## config.mk

```make
export PLATFORM = sky130hd
export DESIGN_NAME = scc_core
export DESIGN_NICKNAME = d
export VERILOG_FILES = /design/src/hdl/scc_pkg.sv /design/src/hdl/scc_core.sv /design/src/hdl/scc_sync.sv /design/src/hdl/scc_clkdiv.sv
export SDC_FILE = /design/constraint.sdc
export NUM_CORES = 1
export LEC_CHECK = 0
export BUFFER_PORTS_ARGS = -buffer_cell sky130_fd_sc_hd__buf_2
export CAP_MARGIN = 20
export CORE_UTILIZATION = 30
export CTS_CLUSTER_SIZE = 8
export DETAILED_ROUTE_END_ITERATION = 12
export HOLD_SLACK_MARGIN = 0.06
export PLACE_DENSITY = 0.47
export SYNTH_ARGS = -nofsm -noshare
export SYNTH_HDL_FRONTEND = slang
export SYNTH_SLANG_ARGS = --single-unit
```

## constraint.sdc

```tcl
create_clock -name I_CORE_CLK -period 3.81 [get_ports I_CORE_CLK]
set_input_delay 0.762 -clock I_CORE_CLK [delete_from_list [all_inputs] [get_ports I_CORE_CLK]]
set_output_delay 0.762 -clock I_CORE_CLK [all_outputs]
set_load 0.01 [all_outputs]
```

## src/hdl/scc_pkg.sv

```systemverilog
// scc_pkg: register map, field positions and reset values of the
// serial control block.
// assumes: an 8-bit plain register port with a 3-bit address.
package scc_pkg;
  // =====================================================
  // register offsets
  localparam logic [2:0] ADR_CTRL1 = 3'h0;
  localparam logic [2:0] ADR_CTRL2 = 3'h1;
  localparam logic [2:0] ADR_STAT = 3'h2;
  localparam logic [2:0] ADR_MASK = 3'h3;
  localparam logic [2:0] ADR_DHI = 3'h4;
  localparam logic [2:0] ADR_DLO = 3'h5;
  localparam logic [2:0] ADR_DIV = 3'h6;
  // =====================================================
  // control one fields
  localparam int C1_ENABLE = 0;
  localparam int C1_MASTER = 1;
  // =====================================================
  // serial_control_two fields
  localparam int C2_WIDTH = 6;
  localparam int C2_FAULT_EN = 4;
  localparam int C2_BIDIR_OE = 3;
  localparam int C2_STOP_WAIT = 1;
  localparam int C2_PIN_BIDIR = 0;
  localparam logic [7:0] C2_USED_MASK = 8'h5B;
  // =====================================================
  // status and mask fields
  localparam int ST_DONE = 0;
  localparam int ST_FAULT = 1;
  localparam logic [7:0] ST_USED_MASK = 8'h03;
  // =====================================================
  // reset values
  localparam logic [7:0] RST_CTRL1 = 8'h00;
  localparam logic [7:0] RST_CTRL2 = 8'h00;
  localparam logic [7:0] RST_STAT = 8'h00;
  localparam logic [7:0] RST_MASK = 8'h00;
  localparam logic [7:0] RST_DATA = 8'h00;
  localparam logic [7:0] RST_DIV = 8'h03;
  // =====================================================
  // transfer widths in bits
  localparam logic [4:0] BITS_NARROW = 5'h08;
  localparam logic [4:0] BITS_WIDE = 5'h10;
  // =====================================================
  // engine states
  typedef enum logic [0:0] {
    SCC_IDLE,
    SCC_RUN
  } scc_state_t;
endpackage

```

## src/hdl/scc_core.sv

```systemverilog
// scc_core: serial peripheral with width, fault and pin-direction control.
// assumes: register master on the core clock; pins asynchronous.
// Operation
// - width bit picks 8 or 16 bits
// - master width/fault/pin change aborts transfer
// - master bidir oe change aborts transfer in bidir pin mode
// - master fault enable selects select-pin use
// - slave uses select pin as input only
// - bidir oe gates active output buffer
// - stop-in-wait halts serial clock in wait
// - master normal: in on MISO, out MOSI
// - master bidir: MOSI in or shared
// - slave normal: out MISO, in MOSI
// - slave bidir: MISO in or shared
`timescale 1ns/1ps
`default_nettype none
module scc_core (
  input wire logic I_CORE_CLK,
  input wire logic I_RST_N,
  input wire logic [2:0] I_ADDR,
  input wire logic [7:0] I_WDATA,
  input wire logic I_WR,
  input wire logic I_RD,
  output logic [7:0] O_RDATA,
  output logic O_IRQ,
  input wire logic I_WAIT,
  input wire logic I_SCK,
  output logic O_SCK,
  output logic O_SCK_OE,
  input wire logic I_MOSI,
  output logic O_MOSI,
  output logic O_MOSI_OE,
  input wire logic I_MISO,
  output logic O_MISO,
  output logic O_MISO_OE,
  input wire logic I_SS_N
);
  // =====================================================
  // functions
  function automatic logic [4:0] nbits(input logic wide);
    nbits = wide ? scc_pkg::BITS_WIDE : scc_pkg::BITS_NARROW;
  endfunction
  function automatic logic top_bit(input logic [15:0] v, input logic wide);
    top_bit = wide ? v[15] : v[7];
  endfunction

  // =====================================================
  // pin synchronisers
  logic [3:0] pin_s;
  logic sck_s, mosi_s, miso_s, ss_n_s;

  scc_sync #(.W(4), .RST_VAL(4'h8)) u_sync (
    .i_clk(I_CORE_CLK),
    .i_rst_n(I_RST_N),
    .i_async({I_SS_N, I_MISO, I_MOSI, I_SCK}),
    .o_sync(pin_s)
  );
  assign {ss_n_s, miso_s, mosi_s, sck_s} = pin_s; // split back into pins

  // =====================================================
  // registers
  logic [7:0] ctrl1_q, ctrl1_d;
  logic [7:0] ctrl2_q, ctrl2_d;
  logic [7:0] stat_q, stat_d;
  logic [7:0] mask_q, mask_d;
  logic [7:0] dhi_q, dhi_d;
  logic [7:0] dlo_q, dlo_d;
  logic [7:0] div_q, div_d;
  logic [7:0] rdata_q, rdata_d;
  logic [15:0] rx_q, rx_d;
  logic enable, master, wide, fault_en, bidir_oe, stop_wait, pin_bidir;
  logic wr_ctrl2, abort, fault_set, done_set, start;

  assign enable = ctrl1_q[scc_pkg::C1_ENABLE];
  assign master = ctrl1_q[scc_pkg::C1_MASTER];
  assign wide = ctrl2_q[scc_pkg::C2_WIDTH];
  assign fault_en = ctrl2_q[scc_pkg::C2_FAULT_EN];
  assign bidir_oe = ctrl2_q[scc_pkg::C2_BIDIR_OE];
  assign stop_wait = ctrl2_q[scc_pkg::C2_STOP_WAIT];
  assign pin_bidir = ctrl2_q[scc_pkg::C2_PIN_BIDIR];
  assign wr_ctrl2 = I_WR && (I_ADDR == scc_pkg::ADR_CTRL2);

  // master: a changed width, fault enable or pin mode aborts
  always_comb begin
    abort = 1'b0;
    if (wr_ctrl2 && master) begin
      if (I_WDATA[scc_pkg::C2_WIDTH] != wide) abort = 1'b1;
      if (I_WDATA[scc_pkg::C2_FAULT_EN] != fault_en) abort = 1'b1;
      if (I_WDATA[scc_pkg::C2_PIN_BIDIR] != pin_bidir) abort = 1'b1;
      if (pin_bidir && I_WDATA[scc_pkg::C2_BIDIR_OE] != bidir_oe) abort = 1'b1;
    end
  end

  // mode fault: select pin driven low by another master
  assign fault_set = enable && master && fault_en && !ss_n_s;
  // register file next values; hardware sets win over clears
  always_comb begin
    ctrl1_d = ctrl1_q;
    ctrl2_d = ctrl2_q;
    mask_d = mask_q;
    dhi_d = dhi_q;
    dlo_d = dlo_q;
    div_d = div_q;
    stat_d = stat_q;
    rdata_d = 8'h00;
    if (I_WR) begin
      unique case (I_ADDR)
        scc_pkg::ADR_CTRL1: ctrl1_d = I_WDATA & 8'h03;
        scc_pkg::ADR_CTRL2: ctrl2_d = I_WDATA & scc_pkg::C2_USED_MASK;
        scc_pkg::ADR_STAT: stat_d = stat_q & ~I_WDATA;
        scc_pkg::ADR_MASK: mask_d = I_WDATA & scc_pkg::ST_USED_MASK;
        scc_pkg::ADR_DHI: if (wide) dhi_d = I_WDATA;
        scc_pkg::ADR_DLO: dlo_d = I_WDATA;
        scc_pkg::ADR_DIV: div_d = I_WDATA;
        default: ;
      endcase
    end
    if (fault_set) begin
      stat_d[scc_pkg::ST_FAULT] = 1'b1;
      ctrl1_d[scc_pkg::C1_MASTER] = 1'b0;
    end
    if (done_set) stat_d[scc_pkg::ST_DONE] = 1'b1;
    if (I_RD) begin
      unique case (I_ADDR)
        scc_pkg::ADR_CTRL1: rdata_d = ctrl1_q;
        scc_pkg::ADR_CTRL2: rdata_d = ctrl2_q;
        scc_pkg::ADR_STAT: rdata_d = stat_q;
        scc_pkg::ADR_MASK: rdata_d = mask_q;
        scc_pkg::ADR_DHI: rdata_d = wide ? rx_q[15:8] : 8'h00;
        scc_pkg::ADR_DLO: rdata_d = rx_q[7:0];
        scc_pkg::ADR_DIV: rdata_d = div_q;
        default: rdata_d = 8'h00;
      endcase
    end
  end

  // register file storage
  always_ff @(posedge I_CORE_CLK) begin
    if (!I_RST_N) begin
      ctrl1_q <= scc_pkg::RST_CTRL1;
      ctrl2_q <= scc_pkg::RST_CTRL2;
      stat_q <= scc_pkg::RST_STAT;
      mask_q <= scc_pkg::RST_MASK;
      dhi_q <= scc_pkg::RST_DATA;
      dlo_q <= scc_pkg::RST_DATA;
      div_q <= scc_pkg::RST_DIV;
      rdata_q <= 8'h00;
    end else begin
      ctrl1_q <= ctrl1_d;
      ctrl2_q <= ctrl2_d;
      stat_q <= stat_d;
      mask_q <= mask_d;
      dhi_q <= dhi_d;
      dlo_q <= dlo_d;
      div_q <= div_d;
      rdata_q <= rdata_d;
    end
  end

  assign O_RDATA = rdata_q;
  assign O_IRQ = |(stat_q & mask_q);

  // =====================================================
  // serial clock divider, halted in wait when asked
  logic tick, run_clk;
  scc_pkg::scc_state_t state_q, state_d;

  assign run_clk = (state_q == scc_pkg::SCC_RUN) && master && !(stop_wait && I_WAIT);

  scc_clkdiv u_div (
    .i_clk(I_CORE_CLK),
    .i_rst_n(I_RST_N),
    .i_run(run_clk),
    .i_clear(state_q == scc_pkg::SCC_IDLE),
    .i_div(div_q),
    .o_tick(tick)
  );

  // =====================================================
  // shift engine
  logic [15:0] sh_q, sh_d;
  logic [4:0] cnt_q, cnt_d;
  logic sck_q, sck_d, rxb_q, rxb_d, sck_old_q, sck_old_d;
  logic rx_pin, sck_rise, sck_fall, ss_act;

  // receive pin follows the pin mode table
  always_comb begin
    if (master) begin
      rx_pin = pin_bidir ? mosi_s : miso_s;
    end else begin
      rx_pin = pin_bidir ? miso_s : mosi_s;
    end
  end

  // slave select is only an input in slave mode
  assign ss_act = enable && !master && !ss_n_s;
  assign sck_rise = sck_s && !sck_old_q;
  assign sck_fall = !sck_s && sck_old_q;
  assign start = I_WR && (I_ADDR == scc_pkg::ADR_DLO) && enable && master;

  // engine next values
  always_comb begin
    state_d = state_q;
    sh_d = sh_q;
    cnt_d = cnt_q;
    sck_d = sck_q;
    rxb_d = rxb_q;
    rx_d = rx_q;
    done_set = 1'b0;
    sck_old_d = sck_s;
    unique case (state_q)
      scc_pkg::SCC_IDLE: begin
        sck_d = 1'b0;
        cnt_d = 5'h00;
        if (start && state_q == scc_pkg::SCC_IDLE) begin
          sh_d = {wide ? dhi_q : 8'h00, I_WDATA};
          state_d = scc_pkg::SCC_RUN;
        end else if (ss_act) begin
          sh_d = {wide ? dhi_q : 8'h00, dlo_q};
          state_d = scc_pkg::SCC_RUN;
        end
      end
      scc_pkg::SCC_RUN: begin
        if (master) begin
          if (tick) begin
            sck_d = !sck_q;
            if (!sck_q) begin
              rxb_d = rx_pin;
            end else begin
              sh_d = {sh_q[14:0], rxb_q};
              cnt_d = cnt_q + 5'h01;
              if (cnt_q == nbits(wide) - 5'h01) begin
                rx_d = {sh_q[14:0], rxb_q};
                done_set = 1'b1;
                state_d = scc_pkg::SCC_IDLE;
              end
            end
          end
        end else if (!ss_act) begin
          state_d = scc_pkg::SCC_IDLE;
        end else if (sck_rise) begin
          rxb_d = rx_pin;
        end else if (sck_fall) begin
          sh_d = {sh_q[14:0], rxb_q};
          cnt_d = cnt_q + 5'h01;
          if (cnt_q == nbits(wide) - 5'h01) begin
            rx_d = {sh_q[14:0], rxb_q};
            done_set = 1'b1;
            cnt_d = 5'h00;
            sh_d = {wide ? dhi_q : 8'h00, dlo_q};
          end
        end
      end
    endcase
    if (abort || fault_set || !enable) begin
      state_d = scc_pkg::SCC_IDLE;
      sck_d = 1'b0;
    end
  end

  // engine storage
  always_ff @(posedge I_CORE_CLK) begin
    if (!I_RST_N) begin
      state_q <= scc_pkg::SCC_IDLE;
      sh_q <= 16'h0000;
      cnt_q <= 5'h00;
      sck_q <= 1'b0;
      rxb_q <= 1'b0;
      rx_q <= 16'h0000;
      sck_old_q <= 1'b0;
    end else begin
      state_q <= state_d;
      sh_q <= sh_d;
      cnt_q <= cnt_d;
      sck_q <= sck_d;
      rxb_q <= rxb_d;
      rx_q <= rx_d;
      sck_old_q <= sck_old_d;
    end
  end

  // =====================================================
  // pin drivers and output enables
  always_comb begin
    O_SCK_OE = enable && master;
    O_MOSI_OE = 1'b0;
    O_MISO_OE = 1'b0;
    if (enable && master) begin
      O_MOSI_OE = pin_bidir ? bidir_oe : 1'b1;
    end else if (ss_act) begin
      O_MISO_OE = pin_bidir ? bidir_oe : 1'b1;
    end
  end

  assign O_SCK = sck_q;
  assign O_MOSI = top_bit(sh_q, wide);
  assign O_MISO = top_bit(sh_q, wide);
endmodule // scc_core
`default_nettype wire

```

## src/hdl/scc_sync.sv

```systemverilog
// scc_sync: two-flop synchroniser for pins from outside the core clock.
// assumes: inputs are asynchronous levels; reset value is a parameter.
`timescale 1ns/1ps
`default_nettype none
module scc_sync #(
  parameter int W = 1,
  parameter logic [W-1:0] RST_VAL = '0
) (
  input wire logic i_clk,
  input wire logic i_rst_n,
  input wire logic [W-1:0] i_async,
  output logic [W-1:0] o_sync
);
  logic [W-1:0] meta_q;
  logic [W-1:0] meta_d;
  logic [W-1:0] sync_q;
  logic [W-1:0] sync_d;

  // =====================================================
  // next values: first stage is read only by the second
  always_comb begin
    meta_d = i_async;
    sync_d = meta_q;
  end

  // register both stages
  always_ff @(posedge i_clk) begin
    if (!i_rst_n) begin
      meta_q <= RST_VAL;
      sync_q <= RST_VAL;
    end else begin
      meta_q <= meta_d;
      sync_q <= sync_d;
    end
  end

  assign o_sync = sync_q;
endmodule // scc_sync
`default_nettype wire

```

## src/hdl/scc_clkdiv.sv

```systemverilog
// scc_clkdiv: half-period tick generator for the serial clock.
// assumes: i_div is stable while i_run is high; i_clear restarts.
`timescale 1ns/1ps
`default_nettype none
module scc_clkdiv (
  input wire logic i_clk,
  input wire logic i_rst_n,
  input wire logic i_run,
  input wire logic i_clear,
  input wire logic [7:0] i_div,
  output logic o_tick
);
  logic [7:0] cnt_q;
  logic [7:0] cnt_d;
  logic tick_d;

  // =====================================================
  // count div+1 cycles per tick, hold when not running
  always_comb begin
    cnt_d = cnt_q;
    tick_d = 1'b0;
    if (i_clear) begin
      cnt_d = 8'h00;
    end else if (i_run) begin
      if (cnt_q >= i_div) begin
        cnt_d = 8'h00;
        tick_d = 1'b1;
      end else begin
        cnt_d = cnt_q + 8'h01;
      end
    end
  end

  // register counter
  always_ff @(posedge i_clk) begin
    if (!i_rst_n) begin
      cnt_q <= 8'h00;
    end else begin
      cnt_q <= cnt_d;
    end
  end

  assign o_tick = tick_d;
endmodule // scc_clkdiv
`default_nettype wire

```

# Yosys cells after proc, flatten, opt, wreduce, memory -nomap -nowiden
# Cells that the tools add are included.
[word_totals]
inputBits = 20
elab_cells = 179
output_inout_bits = 15
register_bits = 106
[classes]
n_reduce_logical = 53
n_lt_le_gt_ge = 1
addsub = 3
n_eq_ne = 23
muxes = 73
bitwise = 5
[ops]
columns = ["op", "count"]
rows = [
  ["$mux W16", 16],
  ["$pmux W8 S7", 1],
  ["$mux W5", 8],
  ["$mux W1", 39],
  ["$pmux W16 S2", 1],
  ["$mux W8", 3],
  ["$reduce_and A2 Y1", 11],
  ["$logic_and A1 B1 Y1", 17],
  ["$reduce_bool A2 Y1", 7],
  ["$reduce_and A6 Y1", 2],
  ["$pmux W5 S2", 1],
  ["$reduce_and A5 Y1", 2],
  ["$eq A3 B3 Y1 const B", 3],
  ["$ne A3 B2 Y1 const B", 3],
  ["$ne A3 B3 Y1 const B", 3],
  ["$add A8 B1 Y8 const B", 1],
  ["$and A8 B2 Y8", 1],
  ["$and A8 B8 Y8", 1],
  ["$ge A8 B8 Y1", 1],
  ["$ne A2 B2 Y1 const B", 4],
  ["$not A8 Y8", 1],
  ["$reduce_or A8 Y1", 1],
  ["$logic_not A1 Y1", 7],
  ["$eq A3 B2 Y1 const B", 2],
  ["other kinds (13)", 22],
]

# Depth between registers and ports, before layout
[logic_depth]
word_depth = 11
ltp_mapped = 10

# Modules after synthesis
# Synthesis repeated with hierarchy kept, for this count alone.
[unflattened]
cells_unflattened = 582
area_unflattened_um2 = 5018.6
[modules_own_cells]
columns = ["mod", "cells_per_inst", "area_per_inst_um2", "n_inst"]
rows = [
  ["scc_core", 497, 4202.8, 1],
  ["scc_clkdiv", 69, 605.6, 1],
  ["scc_sync", 16, 210.2, 1],
]

# Least setup slack after synthesis
# OpenSTA, ideal clock, no wires.
[synth_timing]
path_kind = "input-to-reg"
from = "input I_ADDR[2]"
to = "register sh_q[0]"
stages = 8
required_ns = 3.680
arrival_ns = 2.049
slack_ns = 1.631
path_buffers = 2
cell_sequence = "buf_2 -> nand2_1 -> nor2_2 -> nand3_1 -> clkbuf_1 -> o221a_1 -> o21ai_1 -> mux2i_1"
[synth_between]
elab_chain_cells = 7
word_cells_on_any_way = 9
[synth_lines]
columns = ["item", "line", "source"]
rows = [
  ["start, declared", "scc_core.sv:20", "input wire logic [2:0] I_ADDR,"],
  ["$eq A3 B3 Y1 (*)", "scc_core.sv:199", "assign start = I_WR && (I_ADDR == scc_pkg::ADR_DLO) && enable && master;"],
  ["$logic_and A1 B1 Y1 (*) (3 in series)", "scc_core.sv:199", ""],
  ["$logic_and A1 B1 Y1 (*)", "scc_core.sv:215", "if (start && state_q == scc_pkg::SCC_IDLE) begin"],
  ["$ne A3 B3 Y1 (no line) or $mux W16 (tied branches)", "-", ""],
  ["$reduce_and A6 Y1 (no line) or $pmux W16 S2 (tied branches)", "-", ""],
  ["end signal, assigned", "scc_core.sv:265", "sh_q <= 16'h0000;"],
  ["end signal, assigned", "scc_core.sv:273", "sh_q <= sh_d;"],
  ["end, declared", "scc_core.sv:181", "logic [15:0] sh_q, sh_d;"],
]
# Every way passes the cells marked *; elsewhere a longest branch is shown, timed or not.
# A chain may end at the register's enable or synchronous reset.

# Worst setup path after layout
[layout_timing]
from = "input I_ADDR[2]"
to = "register sh_q[10]"
# Same word-level chain as after synthesis.

==> results.sh <==
export IMPL_synth_seq_cells=106
export IMPL_cp_start_kind="input pin"
export IMPL_grt_overflow=0
export IMPL_async_flop_share=0
export IMPL_die_h_um=130
export IMPL_drt_iter0_markers=381
export IMPL_antennaDiodeCount=0
export IMPL_yosysSeqAreaShare=0.431
export IMPL_cp_arrival_ns=2.87
export IMPL_drt_wl_total_mm=13.3
export IMPL_dp_hpwl_mm=9.56
export IMPL_syn2layout_area_growth_pct=12.0
export IMPL_yosysWarnings=0
export IMPL_syn_cell_area_mm2=0.00492
export IMPL_ys_flop_type="dfxtp_1"
export IMPL_setup_tns_ns=0
export IMPL_synth_nets=583
export IMPL_synthTopCellsByCount="106 x dfxtp_1, 93 x nand2_1, 33 x mux2i_1"
export IMPL_hold_class="flip-flop to flip-flop"
export IMPL_timing_hold_worst_path_depth=1
export IMPL_viasPerCell=4.95
export IMPL_post_synth_top_count_cell="dfxtp_1"
export IMPL_initial_core_util=0.309
export IMPL_cts_tree="done"
export IMPL_p_per_area_mw_per_mm2=392
export IMPL_dp_cells=775
export IMPL_grt_max_degree=58
export IMPL_synthSimpleGateAreaFrac=0.206
export IMPL_cp_required_ns=4.08
export IMPL_yosysTopAreaCellShare=0.431
export IMPL_drv_cap=0
export IMPL_grt_first_pass_wirelength_mm=21.0
export IMPL_clock_sinks=106
export IMPL_synth_compound_area_share=0.191
export IMPL_slew_viol_final=0
export IMPL_fillCellCount=1705
export IMPL_grt_pass1_vias=3601
export IMPL_ctsHtreeMaxLevel=3
export IMPL_ys_types=63
export IMPL_post_cts_setup_buffers=0
export IMPL_synth_top_family_by_area="simple AND/OR/NAND/NOR gates"
export IMPL_dr_pass1_iters=5
export IMPL_yosys_area_top_type="dfxtp_1"
export IMPL_syn_instance_count=553
export IMPL_rsz0062_at_grt="false"
export IMPL_cts_hold_buf=0
export IMPL_finalHoldViolations=0
export IMPL_hp_start="u_sync.meta_q[3]"
export IMPL_clockBufferDepth=2
export IMPL_critPathKind="input pin to flip-flop"
export IMPL_post_cts_resized=0
export IMPL_crit_path_start="I_ADDR[2]"
export IMPL_worst_slew_pin_slew_ns=0.959
export IMPL_core_area_mm2=0.0159
export IMPL_p_leak_nw=1.99
export IMPL_peakVddDrop_v=0.000248
export IMPL_ys_top_cells_by_area="dfxtp_1 43%, nand2_1 7.1%, mux2i_1 6.7%"
export IMPL_relSlewSlack=0.357
export IMPL_max_freq_mhz=384
export IMPL_period_share=0.683
export IMPL_clock_skew_ns=0.00707
export IMPL_fp_row_count=46
export IMPL_synth_xor_area_share=0.0196
export IMPL_nets=600
export IMPL_synth_edf_count=0
export IMPL_route_vias_total=3909
export IMPL_outcome="finished, final reports clean"
export IMPL_drive_gt1_frac=0.129
export IMPL_power_mw=2.16
export IMPL_clk_insertion_delay_late_ns=0.35
export IMPL_crit_fanout=19
export IMPL_ios=35
export IMPL_ant_nets=0
export IMPL_path_clk_slew_ns=0.07
export IMPL_reg2reg_from="div_q[7]"
export IMPL_holdWs_ns=0.427
export IMPL_synth_adder_area_share=0.0254
export IMPL_layout_cells_non_filler=790
export IMPL_track_usage=0.168
export IMPL_die_area_mm2=0.0169
export IMPL_setup_viol=0
export IMPL_wl_per_cell_um=16.8
export IMPL_numPortBuffers=34
export IMPL_drc=0
export IMPL_muxShareOfSynthArea=0.0762
export IMPL_cts_made_buffers=9
export IMPL_die_w_um=130
export IMPL_root_buffer="clkbuf_16"
export IMPL_place_congestion=0.800
export IMPL_rr_worst_depth=8
export IMPL_min_period_ns=2.60
export IMPL_cp_end_kind="flip-flop"
export IMPL_grt_antenna_before_repair=0
export IMPL_syn_avg_cell_area_um2=8.90
## power breakdown
part	internal, mW	total (mW)	switching [mW]
Sequential	1.12	1.13	0.00761
Clock	0.523	0.924	0.402
Combinational	0.0379	0.111	0.0736
Total	1.68	2.16	0.483
## registers in the layout, summed over array words and instances (netlist names)
register / cells
u_sync.meta_q: 4
u_div.cnt_q: 8
div_q: 8
sh_q: 16
u_sync.o_sync: 4
O_SCK: 1
dhi_q: 8
cnt_q: 5
stat_q: 8
state_q: 1
rxb_q: 1
ctrl1_q: 2
mask_q: 2
ctrl2_q: 5
dlo_q: 8
rx_q: 16
O_RDATA: 8
sck_old_q: 1
## cells in the final DEF, fill, tap and decap left out, types with 3 or more instances in the layout
cell type,synthesis,layout
a21boi_0,22,22
a21oi_1,19,19
a222oi_1,3,3
a22o_1,17,17
and2_1,9,9
and3_1,12,12
buf_2,2,34
buf_4,3,5
clkbuf_16,0,9
dfxtp_1,106,106
ha_1,10,10
inv_1,20,20
mux2i_1,33,33
nand2_1,93,93
nand2_2,3,3
nand2b_1,6,6
nand3_1,20,20
nand4_1,6,6
nor2_1,31,31
nor2b_1,15,15
nor3_1,4,4
o21ai_0,13,13
o21ai_1,14,14
o21ai_2,3,3
o221a_1,8,8
or3_1,4,4
xnor2_1,4,4
xor2_1,7,7
## path summary, 6_finish.rpt
check,end,slack (ns)
worst max-delay path,sh_q[10],1.21
worst min-delay path,u_sync.o_sync[3],0.43
worst max register to register,rx_q[13],1.21
worst min register to register,u_sync.o_sync[3],0.43
## metrics by stage
stage / setup WS [ns] / cell area [µm²] / utilization
floorplan: 1.63 / 4920 / -
global placement: 0.980 / 5230 / 0.328
detailed placement: 0.832 / 5230 / 0.328
CTS: 1.18 / 5510 / 0.346
global route: 0.968 / 5510 / 0.346
finish: 1.21 / 5510 / 0.346
## worst max-delay path, stage by stage
cell	delay, ns
buf_2	0.36
nand2_1	0.15
nor2_2	0.35
nand3_1	0.47
o211ai_4	0.49
mux2i_1	0.28
## area by class of cell
class	count	area, µm²	area share
Multi-Input combinational cell	394	2550	0.463
Tap cell	216	270	0.0490
Timing Repair Buffer	39	208	0.0377
Inverter	20	75.1	0.0136
Sequential cell	106	2120	0.385
Clock inverter	3	40.0	0.00726
Clock buffer	12	246	0.0447
## layer usage
metal	part of all wire	GRT usage	up-vias
li1	-	-	1970
met1	0.51	0.243	1845
met2	0.44	0.251	79
met3	0.027	0.0230	15
met4	0.017	0.0629	0
met5	0	0	-
## logic make-up after synthesis
kind of cell,Yosys count
AND/OR/NAND/NOR,212
AO/OA/AOI/OAI,125
multiplexers,36
flip-flops,106
XOR/XNOR,11
adder cells (fa/ha/maj),10
buffers and inverters,53
Power figures use the tool's default switching activity.
